<file path="src/verilog/pcis_pkg.sv">
// Shared constants and carrier types for the configuration tail block
package pcis_pkg;
   // ------------------------------------------------------------
   // Configuration space byte addresses
   // ------------------------------------------------------------
   localparam logic [7:0] OFF_INTR_DW = 8'h3C;
   localparam logic [7:0] OFF_INTR_PIN = 8'h3D;
   localparam logic [7:0] OFF_MIN_GNT = 8'h3E;
   localparam logic [7:0] OFF_MAX_LAT = 8'h3F;
   localparam logic [7:0] OFF_INIT_GATE = 8'h40;
   localparam logic [7:0] OFF_SNOOP_0 = 8'h44;
   localparam logic [7:0] OFF_SNOOP_1 = 8'h48;
   localparam logic [7:0] OFF_STATUS_ALIAS = 8'h4C;
   localparam logic [7:0] DW_MASK = 8'hFC;

   // ------------------------------------------------------------
   // Fixed values and reset values
   // ------------------------------------------------------------
   localparam logic [7:0] INTR_PIN_VALUE = 8'h01;
   localparam logic [7:0] MIN_GNT_VALUE = 8'h00;
   localparam logic [7:0] MAX_LAT_VALUE = 8'h00;
   localparam logic [31:0] GATE_RESET = 32'h00000000;
   localparam logic [31:0] SNOOP_RESET = 32'h00000000;
   localparam logic [31:0] SNOOP_READ_VALUE = 32'h00000000;
   localparam logic [31:0] HW_INIT_RESET = 32'h00000000;
   localparam logic [31:0] UNMAPPED_READ = 32'h00000000;

   // ------------------------------------------------------------
   // Init gate field positions
   // ------------------------------------------------------------
   localparam int GATE_INIT_WR = 0;
   localparam int GATE_FIFO_WR = 1;
   localparam int GATE_REMAP = 2;
   localparam int GATE_RSVD = 3;
   localparam int GATE_S0_EN = 4;
   localparam int GATE_S0_IO = 5;
   localparam int GATE_S0_RD = 6;
   localparam int GATE_S1_EN = 7;
   localparam int GATE_S1_IO = 8;
   localparam int GATE_S1_RD = 9;
   localparam int GATE_SLI_DRV = 10;
   localparam int GATE_SLI_MST = 11;
   localparam logic [31:0] GATE_WR_MASK = 32'h00000FF7;
   localparam int HWB_SLI_EN = 23;
   localparam logic [1:0] HW_IDX_C = 2'h2;
   localparam logic [1:0] HW_IDX_D = 2'h3;

   // ------------------------------------------------------------
   // Carrier and state types
   // ------------------------------------------------------------
   typedef struct packed {
      logic valid;
      logic write;
      logic [7:0] addr;
      logic [3:0] byte_en;
      logic [31:0] wdata;
   } pcis_cfg_req_t;
   typedef struct packed {
      logic ack;
      logic [31:0] rdata;
   } pcis_cfg_rsp_t;
   typedef struct packed {
      logic valid;
      logic is_io;
      logic is_read;
      logic [31:0] addr;
   } pcis_bus_cycle_t;
   typedef struct packed {
      logic en;
      logic io;
      logic rd;
      logic [31:0] addr;
   } pcis_snoop_cfg_t;
   typedef struct packed {
      logic hit;
   } pcis_snoop_state_t;
   typedef struct packed {
      logic [3:0][31:0] regs;
      logic [31:0] rd_data;
      logic dac_wr;
      logic [31:0] dac_data;
   } pcis_hw_state_t;
   typedef struct packed {
      logic [31:0] gate;
      logic [31:0] snoop0;
      logic [31:0] snoop1;
      logic ack;
      logic [31:0] rdata;
      logic vga_pass;
      logic fifo_vld;
      logic [31:0] fifo_data;
      logic sli_drv;
   } pcis_core_state_t;
   localparam pcis_core_state_t CORE_RESET = '{gate: GATE_RESET, snoop0: SNOOP_RESET,
      snoop1: SNOOP_RESET, default: '0};
endpackage

</file>
<file path="src/verilog/pcis_snoop_cmp.sv">
// One bus snoop comparator: space, direction and address match
`timescale 1ns/1ps
module pcis_snoop_cmp (
   input wire logic sys_clk,
   input wire logic rst_n,
   input wire pcis_pkg::pcis_snoop_cfg_t cfg,
   input wire pcis_pkg::pcis_bus_cycle_t cyc,
   output logic hit
);
   pcis_pkg::pcis_snoop_state_t st;
   pcis_pkg::pcis_snoop_state_t next_st;

   // Low address bits identify I/O ports, so memory ignores them
   function automatic logic addr_match(input logic [31:0] a, input logic [31:0] b,
                                       input logic io);
      addr_match = (a[31:2] == b[31:2]) && (!io || (a[1:0] == b[1:0]));
   endfunction

   // Hit only marks the cycle; it never reaches target decode
   always_comb begin
      next_st = st;
      next_st.hit = cyc.valid && cfg.en && (cyc.is_io == cfg.io) &&
         (cyc.is_read == cfg.rd) && addr_match(cyc.addr, cfg.addr, cfg.io);
   end

   // State register
   always_ff @(posedge sys_clk) begin
      if (!rst_n) begin
         st <= '0;
      end else begin
         st <= next_st;
      end
   end

   assign hit = st.hit;
endmodule

</file>
<file path="src/verilog/pcis_hw_init.sv">
// Four hardware init registers with write gate and read remap
`timescale 1ns/1ps
module pcis_hw_init (
   input wire logic sys_clk,
   input wire logic rst_n,
   input wire logic wr_allow,
   input wire logic remap,
   input wire logic wr_valid,
   input wire logic [1:0] wr_index,
   input wire logic [31:0] wr_data,
   input wire logic [1:0] rd_index,
   input wire logic [31:0] dac_in,
   input wire logic [31:0] vsum_in,
   output logic [31:0] rd_data,
   output logic [3:0][31:0] init_regs,
   output logic dac_wr,
   output logic [31:0] dac_wdata
);
   pcis_pkg::pcis_hw_state_t st;
   pcis_pkg::pcis_hw_state_t next_st;
   logic wr_remapped;

   // Upper two slots move to the readback pair when remapped
   always_comb begin
      next_st = st;
      next_st.dac_wr = 1'b0;
      wr_remapped = remap && wr_index[1];
      if (wr_valid && wr_allow && !wr_remapped) begin
         next_st.regs[wr_index] = wr_data;
      end
      // Checksum slot is read only, its writes are dropped
      if (wr_valid && wr_allow && wr_remapped && (wr_index == pcis_pkg::HW_IDX_C)) begin
         next_st.dac_wr = 1'b1;
         next_st.dac_data = wr_data;
      end
      if (remap && (rd_index == pcis_pkg::HW_IDX_C)) begin
         next_st.rd_data = dac_in;
      end else if (remap && (rd_index == pcis_pkg::HW_IDX_D)) begin
         next_st.rd_data = vsum_in;
      end else begin
         next_st.rd_data = st.regs[rd_index];
      end
   end

   // State register
   always_ff @(posedge sys_clk) begin
      if (!rst_n) begin
         st <= '{regs: {4{pcis_pkg::HW_INIT_RESET}}, default: '0};
      end else begin
         st <= next_st;
      end
   end

   assign rd_data = st.rd_data;
   assign init_regs = st.regs;
   assign dac_wr = st.dac_wr;
   assign dac_wdata = st.dac_data;
endmodule

</file>
<file path="src/verilog/pcis_cfg_tail.sv">
// Configuration space tail: fixed regs, init gate, bus snoop, alias
// Contract
// - Interrupt pin register reads fixed 0x1
// - Minimum grant byte reads fixed zero
// - Maximum latency byte reads fixed zero
// - Never request the bus; target only
// - Init register writes dropped unless gate bit0
// - Command FIFO writes pass only with bit1
// - Bit2 remaps third/fourth init slots to readbacks
// - Bits4-6 enable, space, direction of snoop0
// - Bits7-9 enable, space, direction of snoop1
// - Interleave drive when bits11,10 equal
// - Matching enabled snoop raises passthrough pin
// - Snoop match never alters target behaviour
// - Memory snoop compares address bits 31:2
// - Snoop address registers read back zero
// - Status alias reads live status value
`timescale 1ns/1ps
module pcis_cfg_tail (
   input wire logic sys_clk,
   input wire logic rst_n,
   input wire pcis_pkg::pcis_cfg_req_t cfg_req,
   output pcis_pkg::pcis_cfg_rsp_t cfg_rsp,
   input wire logic [31:0] status_in,
   input wire pcis_pkg::pcis_bus_cycle_t bus_cyc,
   output logic vga_pass,
   input wire logic host_cmd_valid,
   input wire logic [31:0] host_cmd_data,
   output logic fifo_wr_valid,
   output logic [31:0] fifo_wr_data,
   input wire logic hw_wr_valid,
   input wire logic [1:0] hw_wr_index,
   input wire logic [31:0] hw_wr_data,
   input wire logic [1:0] hw_rd_index,
   output logic [31:0] hw_rd_data,
   input wire logic [31:0] dac_in,
   input wire logic [31:0] vsum_in,
   output logic dac_wr,
   output logic [31:0] dac_wdata,
   output logic [3:0][31:0] init_regs,
   output logic sli_drive_en,
   output logic sli_master,
   output logic bus_req_n
);
   // ------------------------------------------------------------
   // State and local nets
   // ------------------------------------------------------------
   pcis_pkg::pcis_core_state_t st;
   pcis_pkg::pcis_core_state_t next_st;
   pcis_pkg::pcis_snoop_cfg_t snoop_cfg0;
   pcis_pkg::pcis_snoop_cfg_t snoop_cfg1;
   logic hit0;
   logic hit1;
   logic [7:0] dw_addr;
   logic cfg_wr;
   logic cfg_rd;
   logic [31:0] rd_word;

   // Byte lane merge shared by every writable word
   function automatic logic [31:0] lane_merge(input logic [31:0] old,
                                              input logic [31:0] wdata,
                                              input logic [3:0] be);
      logic [31:0] res;
      res = old;
      for (int i = 0; i < 4; i++) begin
         if (be[i]) begin
            res[8*i +: 8] = wdata[8*i +: 8];
         end
      end
      lane_merge = res;
   endfunction

   // ------------------------------------------------------------
   // Snoop comparators
   // ------------------------------------------------------------
   // Comparator controls come straight from the gate bits
   always_comb begin
      snoop_cfg0.en = st.gate[pcis_pkg::GATE_S0_EN];
      snoop_cfg0.io = st.gate[pcis_pkg::GATE_S0_IO];
      snoop_cfg0.rd = st.gate[pcis_pkg::GATE_S0_RD];
      snoop_cfg0.addr = st.snoop0;
      snoop_cfg1.en = st.gate[pcis_pkg::GATE_S1_EN];
      snoop_cfg1.io = st.gate[pcis_pkg::GATE_S1_IO];
      snoop_cfg1.rd = st.gate[pcis_pkg::GATE_S1_RD];
      snoop_cfg1.addr = st.snoop1;
   end

   pcis_snoop_cmp u_snoop0 (
      .sys_clk(sys_clk),
      .rst_n(rst_n),
      .cfg(snoop_cfg0),
      .cyc(bus_cyc),
      .hit(hit0)
   );

   pcis_snoop_cmp u_snoop1 (
      .sys_clk(sys_clk),
      .rst_n(rst_n),
      .cfg(snoop_cfg1),
      .cyc(bus_cyc),
      .hit(hit1)
   );

   // ------------------------------------------------------------
   // Hardware init registers
   // ------------------------------------------------------------
   pcis_hw_init u_hw_init (
      .sys_clk(sys_clk),
      .rst_n(rst_n),
      .wr_allow(st.gate[pcis_pkg::GATE_INIT_WR]),
      .remap(st.gate[pcis_pkg::GATE_REMAP]),
      .wr_valid(hw_wr_valid),
      .wr_index(hw_wr_index),
      .wr_data(hw_wr_data),
      .rd_index(hw_rd_index),
      .dac_in(dac_in),
      .vsum_in(vsum_in),
      .rd_data(hw_rd_data),
      .init_regs(init_regs),
      .dac_wr(dac_wr),
      .dac_wdata(dac_wdata)
   );

   // ------------------------------------------------------------
   // Configuration read mux
   // ------------------------------------------------------------
   // Status alias is sampled in the request cycle, as memory reads are
   always_comb begin
      dw_addr = cfg_req.addr & pcis_pkg::DW_MASK;
      cfg_wr = cfg_req.valid && cfg_req.write;
      cfg_rd = cfg_req.valid && !cfg_req.write;
      rd_word = pcis_pkg::UNMAPPED_READ;
      case (dw_addr)
         pcis_pkg::OFF_INTR_DW: begin
            rd_word[{pcis_pkg::OFF_INTR_PIN[1:0], 3'b000} +: 8] =
               pcis_pkg::INTR_PIN_VALUE;
            rd_word[{pcis_pkg::OFF_MIN_GNT[1:0], 3'b000} +: 8] =
               pcis_pkg::MIN_GNT_VALUE;
            rd_word[{pcis_pkg::OFF_MAX_LAT[1:0], 3'b000} +: 8] =
               pcis_pkg::MAX_LAT_VALUE;
         end
         pcis_pkg::OFF_INIT_GATE: begin
            rd_word = st.gate;
         end
         pcis_pkg::OFF_SNOOP_0: begin
            rd_word = pcis_pkg::SNOOP_READ_VALUE;
         end
         pcis_pkg::OFF_SNOOP_1: begin
            rd_word = pcis_pkg::SNOOP_READ_VALUE;
         end
         pcis_pkg::OFF_STATUS_ALIAS: begin
            rd_word = status_in;
         end
         default: begin
            rd_word = pcis_pkg::UNMAPPED_READ;
         end
      endcase
   end

   // ------------------------------------------------------------
   // Next state
   // ------------------------------------------------------------
   // Every request is answered one cycle later, mapped or not
   always_comb begin
      next_st = st;
      next_st.ack = cfg_req.valid;
      next_st.rdata = cfg_rd ? rd_word : pcis_pkg::UNMAPPED_READ;
      // Fixed bytes and the alias ignore writes
      if (cfg_wr && (dw_addr == pcis_pkg::OFF_INIT_GATE)) begin
         next_st.gate = lane_merge(st.gate, cfg_req.wdata, cfg_req.byte_en) &
            pcis_pkg::GATE_WR_MASK;
      end
      if (cfg_wr && (dw_addr == pcis_pkg::OFF_SNOOP_0)) begin
         next_st.snoop0 = lane_merge(st.snoop0, cfg_req.wdata, cfg_req.byte_en);
      end
      if (cfg_wr && (dw_addr == pcis_pkg::OFF_SNOOP_1)) begin
         next_st.snoop1 = lane_merge(st.snoop1, cfg_req.wdata, cfg_req.byte_en);
      end
      // Rewriting the gate releases the pin; a new hit wins over it
      if (cfg_wr && (dw_addr == pcis_pkg::OFF_INIT_GATE)) begin
         next_st.vga_pass = 1'b0;
      end
      if (hit0 || hit1) begin
         next_st.vga_pass = 1'b1;
      end
      // Commands are dropped, not stalled, while the gate is shut
      next_st.fifo_vld = host_cmd_valid && st.gate[pcis_pkg::GATE_FIFO_WR];
      next_st.fifo_data = host_cmd_data;
      // Without interleave this device always owns its bus cycles
      next_st.sli_drv = !init_regs[1][pcis_pkg::HWB_SLI_EN] ||
         (st.gate[pcis_pkg::GATE_SLI_MST] == st.gate[pcis_pkg::GATE_SLI_DRV]);
   end

   // State register
   always_ff @(posedge sys_clk) begin
      if (!rst_n) begin
         st <= pcis_pkg::CORE_RESET;
      end else begin
         st <= next_st;
      end
   end

   // ------------------------------------------------------------
   // Outputs
   // ------------------------------------------------------------
   // Snoop hits feed only the pin, never the answer path
   assign cfg_rsp.ack = st.ack;
   assign cfg_rsp.rdata = st.rdata;
   assign vga_pass = st.vga_pass;
   assign fifo_wr_valid = st.fifo_vld;
   assign fifo_wr_data = st.fifo_data;
   assign sli_drive_en = st.sli_drv;
   assign sli_master = st.gate[pcis_pkg::GATE_SLI_MST];
   // No master logic exists; request stays idle
   assign bus_req_n = 1'b1;
endmodule

</file>
<file path="config.mk">
export PLATFORM = sky130hd
export DESIGN_NAME = pcis_cfg_tail
export DESIGN_NICKNAME = d
export VERILOG_FILES = /design/src/verilog/pcis_pkg.sv /design/src/verilog/pcis_snoop_cmp.sv /design/src/verilog/pcis_hw_init.sv /design/src/verilog/pcis_cfg_tail.sv
export SDC_FILE = /design/constraint.sdc
export NUM_CORES = 1
export LEC_CHECK = 0
export ABC_AREA = 1
export ABC_CLOCK_PERIOD_IN_PS = 1400
export BUFFER_PORTS_ARGS = -buffer_cell sky130_fd_sc_hd__buf_4
export CAP_MARGIN = 25
export CORE_AREA = 2 2 200 202
export DETAILED_ROUTE_END_ITERATION = 8
export DIE_AREA = 0 0 202 204
export PLACE_DENSITY = 0.68
export SLEW_MARGIN = 20
export SYNTH_ARGS = -nofsm -noshare
export SYNTH_HDL_FRONTEND = slang
export SYNTH_SLANG_ARGS = --single-unit
</file>
<file path="constraint.sdc">
create_clock -name sys_clk -period 1.4 [get_ports sys_clk]
set_clock_uncertainty 0.15 [all_clocks]
set_input_delay 0.07 -clock sys_clk [delete_from_list [all_inputs] [get_ports sys_clk]]
set_output_delay 0.07 -clock sys_clk [all_outputs]
set_load 0.005 [all_outputs]
</file>
# Word-level counts from Yosys, hierarchy flattened
# Index checks and enable logic that the tools add are counted.
[word_totals]
reg_bits = 338
inputBits = 249
output_inout_bits = 263
[op_classes]
order_cmp = 3
n_eq_ne = 17
muxes = 12
reduce_logical = 45
[ops]
columns = ["cell", "n"]
rows = [
  ["$bwmux 128", 1],
  ["$mux 32", 4],
  ["$pmux 24 s3", 1],
  ["$bmux 32 s2", 1],
  ["$demux 32 s2", 1],
  ["$eq 30x30->1", 2],
  ["$mux 33", 1],
  ["$eq 6x5->1 const B", 4],
  ["$logic_and 1x1->1", 24],
  ["$reduce_and 2->1", 11],
  ["$pmux 8 s2", 1],
  ["$eq 2x2->1 const B", 3],
  ["$eq 6x4->1 const B", 1],
  ["$lt 2x3->1 const B", 2],
  ["$eq 1x1->1", 5],
  ["$logic_not 1->1", 5],
  ["$eq 2x2->1", 2],
  ["$logic_or 1x1->1", 4],
  ["$ge 2x1->1 const B", 1],
  ["$mux 1", 2],
  ["$reduce_bool 2->1", 1],
]

# Depth between registers and ports, before layout
# Gate-level depths: netlist of run 1.
[depth]
ltp_word = 5
ltp_mapped = 9

# Hierarchy
# From an unflattened synthesis of run 1, not the netlist that was laid out.
[hier_totals]
cells_unflattened = 2224
area_unflattened_um2 = 15274.6
[by_module_without_submodules]
columns = ["mod", "n_inst", "cells_per_inst", "area_per_inst_um2", "seq_area_each_um2"]
rows = [
  ["pcis_hw_init", 1, 1163, 8109.0, 3863.7],
  ["pcis_cfg_tail", 1, 757, 5869.4, 2862.7],
  ["pcis_snoop_cmp", 2, 152, 648.1, 20.0],
]

# Least setup slack after synthesis of run 1
# Ideal clock, no wire load.
[synth_path]
path_type = "register to register"
startpoint = "reg st[134] in the netlist's numbering"
endpoint = "reg u_hw_init.st, in the netlist u_hw_init.rd_data[10]"
arrival_time_ns = 1.215
slack_ns = -0.108
path_stages_with_launch = 8
n_path_buf = 2
synth_period_minus_slack_ns = 1.508
cell_sequence = "dfxtp_1 buf_4 inv_2 nor3_4 buf_6 nor2_1 nand2_1 a21oi_2"
[synth_via]
elab_chain_len = 3
[synth_lines]
columns = ["item", "line", "source"]
rows = [
  ["start, declared", "pcis_cfg_tail.sv:48", "pcis_pkg::pcis_core_state_t st;"],
  ["start signal, assigned", "pcis_cfg_tail.sv:197", "st <= pcis_pkg::CORE_RESET;"],
  ["start signal, assigned", "pcis_cfg_tail.sv:199", "st <= next_st;"],
  ["$logic_and 1x1->1", "pcis_hw_init.sv:38", "end else if (remap && (rd_index == pcis_pkg::HW_IDX_D)) begin"],
  ["$mux 32", "pcis_hw_init.sv:38", ""],
  ["$mux 32 (*)", "pcis_hw_init.sv:36", "if (remap && (rd_index == pcis_pkg::HW_IDX_C)) begin"],
  ["end signal, assigned", "pcis_hw_init.sv:50", "st <= next_st;"],
  ["end, declared", "pcis_hw_init.sv:19", "pcis_pkg::pcis_hw_state_t st;"],
]
# Every way passes the cells marked *; elsewhere a longest branch is shown, timed or not.
# A chain may end at the register's enable or synchronous reset.

# Worst setup path after layout of run 1
[layout_path]
startpoint = "reg st[134] in the netlist's numbering"
endpoint = "reg u_hw_init.st, in the netlist u_hw_init.rd_data[27]"
# The elaborated chain is that of the path after synthesis.

==> metrics.yaml, run 1 <==
crit_arrival_ps: 1830
grt-ovfl-total: 0
core-area_um2: 39180
r2r-start: "st[134]"
dp_cells: 3045
fillers: 3217
clk_path_buf_depth: 3
grt_pass1_wl_mm: 95.68
grt.total_usage: 0.3000
synth-seq-cells: 338
setup_viol: 67
final_nets: 3114
gp_congestion: 1.003
end_kind: "flop"
synth_top_area_frac: 0.4649
synth_cell_types: 27
fmax_ghz: 0.6635
finalCritPeriodShare: 1.077
dpl.hpwl_mm: 43.53
die_area_um2: 41210
ios: 512
syn_to_final_growth_pct: 63.67
drt_first_pass_iters: 7
synth.area.top_cells: "dfxtp_1, nor2_1, nand2_1, o21ai_0, inv_1"
cp_cell_sequence: "inv_6, nor3_4, buf_12, buf_16, nand2_1, a21oi_2"
portBuffers: 508
synth.most_common_cell: "nor2_1"
synth_edf_count: 0
drc: 0
yosysWarnings: 0
final-instance-count-excl-fill: 3418
p_total_mw: 22.26
p_leak_nw: 10.89
wl_per_cell_um: 19.27
cap_violations: 0
hp-class: "in -> reg"
critPathMaxStageDelay_ps: 420
seq_area_frac_synth: 0.4649
via_count: 17080
antenna_left: 0
die_w_um: 202
clk_latency_ps: 560
hold_start: "rst_n"
synth_top_family_by_area: "simple AND/OR/NAND/NOR gates"
ff2ff_path_depth: 6
grt_max_degree: 56
cpMaxStageDelayCell: "dfxtp_4"
r2r_end: "u_hw_init.rd_data[27]"
synthArstFlopShare: 0
numCtsBuffers: 38
violations: "negative hold slack, negative setup slack"
synth-compound-area-share: 0.1260
cts_tree: "done"
avgSynthCellArea_um2: 6.987
initial_core_util: 0.3714
grt_pass1_vias: 16990
root_buffer: "clkbuf_16"
crit_fanout: 10
clk_pin_slew_ps: 60
hold_path_depth: 3
synthAdderAreaFrac: 0
rows: 73
hold_viol_final: 23
syn-num-nets: 2332
min_to: "snoop_cfg1[4]"
viasPerCell: 4.997
fin_crit_ps: 1507
status: "finished with violations"
antenna_found_initial: 3
synth_largest_area_cell: "dfxtp_1"
path_class: "reg -> reg"
synth_ff_type: "dfxtp_1"
final_util: 0.6079
r2r_slack_ps: -110
drive_gt1_frac: 0.2703
synth-simple-area-share: 0.2860
drt_iter0_markers: 1297
dieHeight_um: 204
finalWirelength_mm: 65.85
vdd_drop_max_v: 0.0008937
startpoint_type: "flop"
muxShareOfSynthArea: 0
synth-xor-area-share: 0.01204
cts-htree-levels: 2
slew_viol_final: 0
p_per_area_nw_per_um2: 934.4
setup_ws_ps: -107.2
syn_area_um2: 14550
rsz0062_at_grt: "true"
cts.sinks: 338
worstPathRequired_ps: 1720
yosys-top-cells-count: "nor2_1, nand2_1, dfxtp_1"
syn_inst: 2083
fin_hold_ws_ps: -352.5
## through the flow
| step | cell area (um2) | TNS (ps) | hold WS, ps | setup slack, ps |
|---|---|---|---|---|
| floorplan | 14560 | -488.6 | 13.45 | -26.11 |
| CTS | 23380 | -2996 | -379.9 | -115.8 |
| detailed placement | 19140 | -19080 | 104.6 | -206.4 |
| finish | 23820 | -2820 | -352.5 | -107.2 |
| global route | 23820 | -7601 | -367.6 | -148.2 |
| global placement | 19140 | -16370 | 95.34 | -154.0 |
## metal layers
layer  GRT usage  part of all wire  vias up
met1      0.3450              0.37     7839
li1            -                 -     8066
met4      0.1612             0.052        0
met2      0.5095              0.47      965
met5           0                 0        -
met3     0.08036              0.10      209
## worst max path at each step
stage | start | slack (ps) | depth (start not counted) | end
final | st[134] | -110 | 6 | u_hw_init.rd_data[27]
after floorplan | st[134] | -30 | 7 | u_hw_init.rd_data[10]
after CTS | st[134] | -120 | 7 | u_hw_init.rd_data[13]
after global placement | st[132] | -150 | 8 | u_hw_init.dac_wdata[8]
after global routing | st[134] | -150 | 6 | u_hw_init.rd_data[27]
after detailed placement | st[132] | -210 | 8 | u_hw_init.dac_wdata[14]
## logic make-up after synthesis
group,count (synthesis)
AOI/OAI and AO/OA,341
xor gates and xnor gates,20
buffers and inverters,333
DFF,338
other,1
and+or+nand+nor,1050
## final cells by class
class	instances	area (um2)	share of cell area
flip-flops and latches	338	6777	0.2845
repair buffers	923	8239	0.3459
clock buffers	47	1046	0.04391
inverters	152	594.3	0.02495
clock inverters	17	166.4	0.006986
multi-input cells	1412	6331	0.2658
diodes	4	10.01	0.0004202
well taps	525	656.9	0.02758
## report_power, final
| group | internal (mW) | leakage [nW] | switching, mW |
|---|---|---|---|
| logic | 1.38 | 7.55 | 1.16 |
| clock network | 5.84 | 0.608 | 4.15 |
| registers | 9.70 | 2.74 | 0.0299 |
| total | 16.9 | 10.9 | 5.34 |
## critical path: cells and delay by family, from the launching register on
kind	cells	cell delay, ps
flops	1	420
buf+inv	3	410
compound gates	1	170
simple gates	2	250
## placed cells by master (no fill, tap or decap), types with 2 or more instances in the layout
cell	netlist	routed
nor3_1	33	32
diode_2	0	4
nor2_2	2	14
nor3_4	2	2
xor2_1	10	10
nand2_1	360	343
inv_2	2	2
xnor2_1	10	10
clkbuf_16	0	47
a211oi_1	19	18
nand3_1	78	78
nand4_1	15	15
a21oi_2	21	26
nand2_2	0	16
o21ai_1	0	72
inv_6	0	2
nor2_4	0	5
buf_6	6	11
clkbuf_1	58	4
inv_4	0	4
bufinv_16	0	3
buf_8	0	2
dfxtp_2	0	5
buf_16	0	3
buf_12	0	27
dlygate4sd3_1	0	287
clkbuf_8	0	4
o21ai_0	255	182
clkinv_2	0	13
nor2_1	557	540
dfxtp_1	338	332
inv_1	149	143
buf_4	69	584
a21oi_1	45	40
## flip-flops by register name, indices dropped and copies added, names as in the netlist
name	count
u_hw_init.rd_data	32
u_snoop1.hit	1
u_hw_init.init_regs	128
vga_pass	1
u_snoop0.hit	1
fifo_wr_data	32
sli_master	1
u_hw_init.dac_wdata	32
snoop_cfg1	35
st	4
sli_drive_en	1
snoop_cfg0	35
fifo_wr_valid	1
u_hw_init.dac_wr	1
cfg_rsp	33
## timing repair
action                                  CTS  global route
setup buffers                             2             5
cloned                                    1             9
hold buffers                            288             4
endpoints found under the setup margin  165           233
pin swaps                                 1            11
resized for setup                        36           123
hold endpoints to repair                337            39
(Power assumes the default switching activity.)
==> run 2, diff against run 1 <==
Settings changed: BUFFER_PORTS_ARGS -buffer_cell sky130_fd_sc_hd__buf_4 to default, DONT_BUFFER_PORTS from default to 1, PLACE_DENSITY 0.68 to 0.56.
==> run 2 against run 1 <==
The run still ends with negative hold slack, negative setup slack left. Register-to-register slack better by 40 ps. Clock power up 12%. Wire length down 2.0%. Final cell count down 12%. Via count down 9.3%. Largest power group unchanged. Sequential share of layout area up 2.9 points.
==> metrics.yaml, run 2 (synthesized netlist as in run 1, its figures left out) <==
status: "finished with violations"
violations: "negative hold slack, negative setup slack"
fin_hold_ws_ps: -489.7  # -137.2 ps
grt.total_usage: 0.2871  # -0.01291
gp_congestion: 0.9414  # -6.2%
p_leak_nw: 8.902  # -18%
cap_violations: 0  # unchanged
grt_max_degree: 229  # +310%
crit_arrival_ps: 1840  # about the same
tightest_slew_ps: 847.6
cp_cell_sequence: "nand2_1, nor2_1, nand2_1, dlygate4sd3_1, a21oi_1"
finalCritPeriodShare: 1.075  # -0.001126
ff_latch_area_um2: 6777  # unchanged
antenna_found_initial: 5  # +2
hp-class: "in -> reg"
fmax_ghz: 0.6642  # +0.10%
fin_crit_ps: 1506  # -1.577 ps
drive_gt1_frac: 0.1377  # -0.1327
numCtsBuffers: 39  # +2.6%
drt_first_pass_iters: 7  # unchanged
hold_path_depth: 2  # -1
path_class: "in -> reg"
p_per_area_nw_per_um2: 1047  # +12%
die_w_um: 202  # unchanged
final_util: 0.5521  # -0.05585
syn_to_final_growth_pct: 48.63
seqPwrFrac: 0.431  # -0.006
fillers: 3455  # +7.4%
wl_per_cell_um: 21.40  # +11%
antenna_left: 0  # unchanged
crit_fanout: 228  # +218
drt_iter0_markers: 1289  # -0.62%
dpl.hpwl_mm: 40.17  # -7.7%
clk_pin_slew_ps: 60  # about the same
clk_latency_ps: 570  # about the same
cts_tree: "done"
hold_start: "rst_n"
crit_top_cell: "nand2_1"
clk_path_buf_depth: 3  # unchanged
via_count: 15500  # -9.3%
pwr-share-comb: 0.073  # -0.041
initial_core_util: 0.3714  # unchanged
dp_slack_ps: -164.9  # +41.47 ps
internal_power_mw: 17.40  # +2.9%
grt_pass1_wl_mm: 90.56  # -5.4%
min_to: "snoop_cfg0[18]"
portBuffers: 0  # -100%
ios: 512  # unchanged
hold_viol_final: 139  # +500%
cts-htree-levels: 2  # unchanged
cpMaxStageDelayCell: "dlygate4sd3_1"
sw_frac_of_total: 0.2315  # -0.008460
drc: 0  # unchanged
r2r_end: "u_hw_init.rd_data[21]"
most-common-layout-cells: "nor2_1, dlygate4sd3_1, nand2_1"
setup_ws_ps: -105.6  # +1.577 ps
root_buffer: "clkbuf_16"
final_common_cell: "nor2_1"
setup_viol: 130  # +94%
cts.sinks: 338  # unchanged
r2r-start: "st[134]"
final_nets: 2702  # -13%
worstPathRequired_ps: 1730  # about the same
p_switching_mw: 5.241  # -1.9%
ff2ff_path_depth: 8  # +2
dieHeight_um: 204  # unchanged
r2r_slack_ps: -70  # +40 ps
end_kind: "flop"
setup_tns_ps: -3909  # -1089 ps
vdd_drop_max_v: 0.0008992  # +0.62%
viasPerCell: 5.139  # +2.9%
finalWirelength_mm: 64.51  # -2.0%
multi_input_area_um2: 6628  # +4.7%
largest_reg_flops: 128  # unchanged
rows: 73  # unchanged
grt_pass1_vias: 14930  # -12%
clkPwrFrac: 0.496  # +0.047
die_area_um2: 41210  # unchanged
core-area_um2: 39180  # unchanged
rsz0062_at_grt: "true"
grt-ovfl-total: 0  # unchanged
relSlewSlack: 0.4349
startpoint_type: "input pin"
slew_viol_final: 0  # unchanged
critPathMaxStageDelay_ps: 760  # +340 ps
-- run 2: per-layer routing --
metal,up-vias,GRT usage,wire [um]
met2,843,0.4931,30980
met1,7231,0.3285,24240
met3,152,0.09790,6963
met5,-,0,0
met4,0,0.1121,2320
li1,7269,-,-
-- run 2: how the worst max path moves through the flow --
stage | start | to | slack [ps] | cells past startpoint
6_report | rst_n | cfg_rsp[2] | -110 | 5
5_1_grt | st[134] | u_hw_init.rd_data[21] | -140 | 8
4_1_cts | st[132] | u_hw_init.dac_wdata[9] | -30 | 6
3_5_place_dp | st[134] | u_hw_init.init_regs[72] | -160 | 7
3_3_place_gp | st[134] | u_hw_init.init_regs[64] | -100 | 7
2_1_floorplan | st[134] | u_hw_init.rd_data[10] | -30 | 7
-- run 2: metrics by stage --
step	power [mW]	cell area, um2	instances
floorplan	10.59	14560	2083
global placement	10.62	14970	2517
detailed placement	10.63	14970	2517
CTS	22.65	20580	2986
global route	23.28	21630	3013
finish	22.64	21630	3015
-- run 2: area by class of cell --
class,instances,share of cell area
antenna,6,0.0006941
sequential,338,0.3133
tap,525,0.03037
timing repair buffer,510,0.2554
clock buffer,54,0.05142
multi-input combinational,1412,0.3064
clock inverter,18,0.01336
inverter,152,0.02909
-- run 2: power by group through the flow --
| stage | logic [mW] | registers [mW] | clock network, mW |
|---|---|---|---|
| floorplan | 0.658 | 9.94 | 0 |
| global placement | 0.657 | 9.97 | 0 |
| detailed placement | 0.665 | 9.97 | 0 |
| CTS | 1.53 | 9.75 | 11.4 |
| global route | 1.75 | 9.75 | 11.8 |
| finish | 1.65 | 9.75 | 11.2 |
-- run 2: worst max-delay path, delay by kind of cell --
family,cells,cell delay (ps)
compound gates,1,190
buf+inv,1,760
simple gates,3,670
-- run 2: timing repair --
action                     4_1_cts  5_1_grt
hold endpoints to repair       338      215
hold buffers                   392        8
setup buffers                    2        2
pin swaps                        2       45
gates cloned                     3       19
setup endpoints to repair      153      246
gates resized for setup         44      298
==> run 3, diff against run 2 <==
Settings changed: ABC_AREA 1 to default, CORE_AREA 2 2 200 202 to 2 2 198 200, DIE_AREA 0 0 202 204 to 0 0 200 202.
==> run 3 against run 2 <==
Final cell count decreased by 19%. First-iteration DRC count decreased by 45%. Sequential cell count unchanged. Largest cell class is now multi-input combinational cells. The run still ends with negative hold slack, negative setup slack left.
==> metrics.yaml, run 3 <==
final_util: 0.5302  # -0.02184
ios: 512  # unchanged
clk_path_buf_depth: 3  # unchanged
crit_arrival_ps: 1900  # +60 ps
cpLargestDelayFamily: "compound AO/OA/AOI/OAI gates"
final_nets: 2136  # -21%
crit_fanout: 11  # -95%
final-instance-count-excl-fill: 2440  # -19%
synth-compound-area-share: 0.1754  # +0.04937
muxShareOfSynthArea: 0.05518  # +0.05518
p_total_mw: 21.29  # -6.0%
grt-ovfl-total: 0  # unchanged
drt_first_pass_iters: 5  # -2
die_area_um2: 40400  # -2.0%
drt_iter0_markers: 708  # -45%
via_count: 12920  # -17%
synth-seq-cells: 338  # unchanged
synth_cell_types: 52  # +93%
viasPerCell: 5.294  # +3.0%
synth-xor-area-share: 0.04034  # +0.02830
portBuffers: 0  # unchanged
clk_latency_ps: 560  # about the same
seq_area_frac_synth: 0.4721  # +0.007225
synth_edf_count: 0  # unchanged
crit_buf_inv: 1  # unchanged
dp_cells: 2099  # -17%
grt.total_usage: 0.2772  # -0.009896
tightest_slew_ps: 1055  # +207.4 ps
drc: 0  # unchanged
syn_to_final_growth_pct: 41.65
grt_pass1_wl_mm: 83.46  # -7.8%
final_common_cell: "nand2_1"
worstPathRequired_ps: 1730  # about the same
multi_input_area_um2: 7154  # +7.9%
drive_gt1_frac: 0.2415  # +0.1038
largest_reg_flops: 128  # unchanged
grt_max_degree: 307  # +34%
initial_core_util: 0.3743  # +0.002886
synthArstFlopShare: 0  # unchanged
setup_ws_ps: -172.2  # -66.59 ps
numCtsBuffers: 39  # unchanged
yosysWarnings: 0  # unchanged
cts-htree-levels: 2  # unchanged
synth_largest_area_cell: "dfxtp_1"
antenna_left: 0  # unchanged
syn-num-nets: 1836  # -21%
synth_ff_type: "dfxtp_1"
root_buffer: "clkbuf_16"
status: "finished with violations"
cp_cell_sequence: "nand2b_4, clkbuf_16, o22ai_1, a211o_1, a21boi_1"
avgSynthCellArea_um2: 9.030  # +29%
fmax_ghz: 0.6360  # -4.2%
violations: "negative hold slack, negative setup slack"
fillers: 3379  # -2.2%
clk_pin_slew_ps: 70  # about the same
cpMaxStageDelayCell: "dfxtp_4"
dp_slack_ps: -203.0  # -38.07 ps
grt_pass1_vias: 13080  # -12%
wl_per_cell_um: 24.21  # +13%
vdd_drop_max_v: 0.0009353  # +4.0%
slew_viol_final: 0  # unchanged
setup_viol: 199  # +53%
end_kind: "flop"
synth_top_family_by_area: "simple AND/OR/NAND/NOR gates"
die_w_um: 200  # -0.99%
grtUsageMet3: 0.09194  # -0.005955
dieHeight_um: 202  # -0.98%
hp-class: "in -> reg"
cap_violations: 0  # unchanged
p_per_area_nw_per_um2: 1049  # +0.20%
fin_hold_ws_ps: -423.1  # +66.60 ps
critPathMaxStageDelay_ps: 380  # -380 ps
synthAdderAreaFrac: 0  # unchanged
antenna_found_initial: 6  # +1
synth-simple-area-share: 0.1888  # -0.09727
dpl.hpwl_mm: 35.99  # -10%
use_met2: 0.4688  # -0.02438
path_class: "reg -> reg"
finalWirelength_mm: 59.06  # -8.4%
most-common-layout-cells: "nand2_1, dfxtp_1, dlygate4sd3_1"
yosys-top-cells-count: "nand2_1, dfxtp_1, a21boi_0"
core-area_um2: 38290  # -2.3%
cts_tree: "done"
fin_crit_ps: 1572  # +66.58 ps
rows: 72  # -1.4%
relSlewSlack: 0.2967  # -0.1383
rsz0062_at_grt: "true"
use_met1: 0.3170  # -0.01150
startpoint_type: "flop"
p_leak_nw: 8.101  # -9.0%
hold_viol_final: 264  # +90%
synth_top_area_frac: 0.4721  # +0.007225
syn_inst: 1587  # -24%
synth.most_common_cell: "nand2_1"
syn_area_um2: 14330  # -1.5%
ff_latch_area_um2: 6785  # +0.13%
finalCritPeriodShare: 1.123  # +0.04756
cts.sinks: 338  # unchanged
synth.area.top_cells: "dfxtp_1, a21boi_0, nand2_1, xor2_1, buf_4"
gp_congestion: 0.8545  # -9.2%
grt-busiest-layer: "met2"
-- run 3: cell count changes in the layout (fill, tap and decap cells not counted), moves of 53 or more --
cell and change:
o21ai_0 -138, nor2_1 -480, dlygate4sd3_1 -167, a21boi_1 +164, o21ai_1 -86, inv_1 -139, buf_4 +98, nand3_1 -77
nor2_2 -53
-- run 3: timing repair --
action | in CTS | in global routing
hold buffers | 221 | 11
pin swaps | 53 | 58
setup endpoints to repair | 195 | 230
setup buffers | 15 | 21
endpoints found under the hold margin | 338 | 298
gates cloned | 16 | 7
resized for setup | 204 | 166
-- run 3: power by group --
part,switching (mW),internal (mW),total [mW],leakage [nW]
sequential,0.0647,9.72,9.78,2.74
clock,4.28,6.05,10.3,0.618
combinational,0.431,0.747,1.18,4.74
total,4.78,16.5,21.3,8.10
-- run 3: kinds of logic (layout without fill, tap and decap cells) --
kind of cell | after synthesis | in the layout
other cells | 1 | 6
xor+xnor | 66 | 66
mux | 75 | 75
simple gates | 588 | 591
compound gates | 340 | 340
flops | 338 | 338
buf+inv | 179 | 506
-- run 3: routing by layer --
metal  part of all wire  wire length, um
met4              0.042             2501
met3               0.11             6409
met2               0.48            28100
met1               0.37            22030
met5            0.00029               17
-- run 3: worst paths after layout --
kind	start	end	slack (ps)	cells past startpoint
min reg2reg	u_snoop0.hit	vga_pass	300	1
max reg2reg	st[134]	u_hw_init.rd_data[11]	-170	5
max	st[134]	u_hw_init.rd_data[11]	-170	5
min	hw_rd_index[0]	u_hw_init.rd_data[17]	-420	2
-- run 3: stage by stage --
step | instance area [um2] | hold slack (ps) | setup TNS, ps
after floorplan | 14430 | 41.71 | -1312
after global placement | 15590 | 47.13 | -20810
after detailed placement | 15590 | 44.72 | -27420
after CTS | 19790 | -533.4 | -21280
after global routing | 20300 | -489.0 | -35380
final | 20300 | -423.1 | -22070
-- run 3: layout make-up --
cell class	count	share of cell area
Clock inverter	18	0.009492
Multi-Input combinational cell	1073	0.3524
Inverter	6	0.001233
Antenna cell	5	0.0006163
Sequential cell	338	0.3342
Timing Repair Buffer	429	0.2164
Clock buffer	53	0.05368
Tap cell	518	0.03193
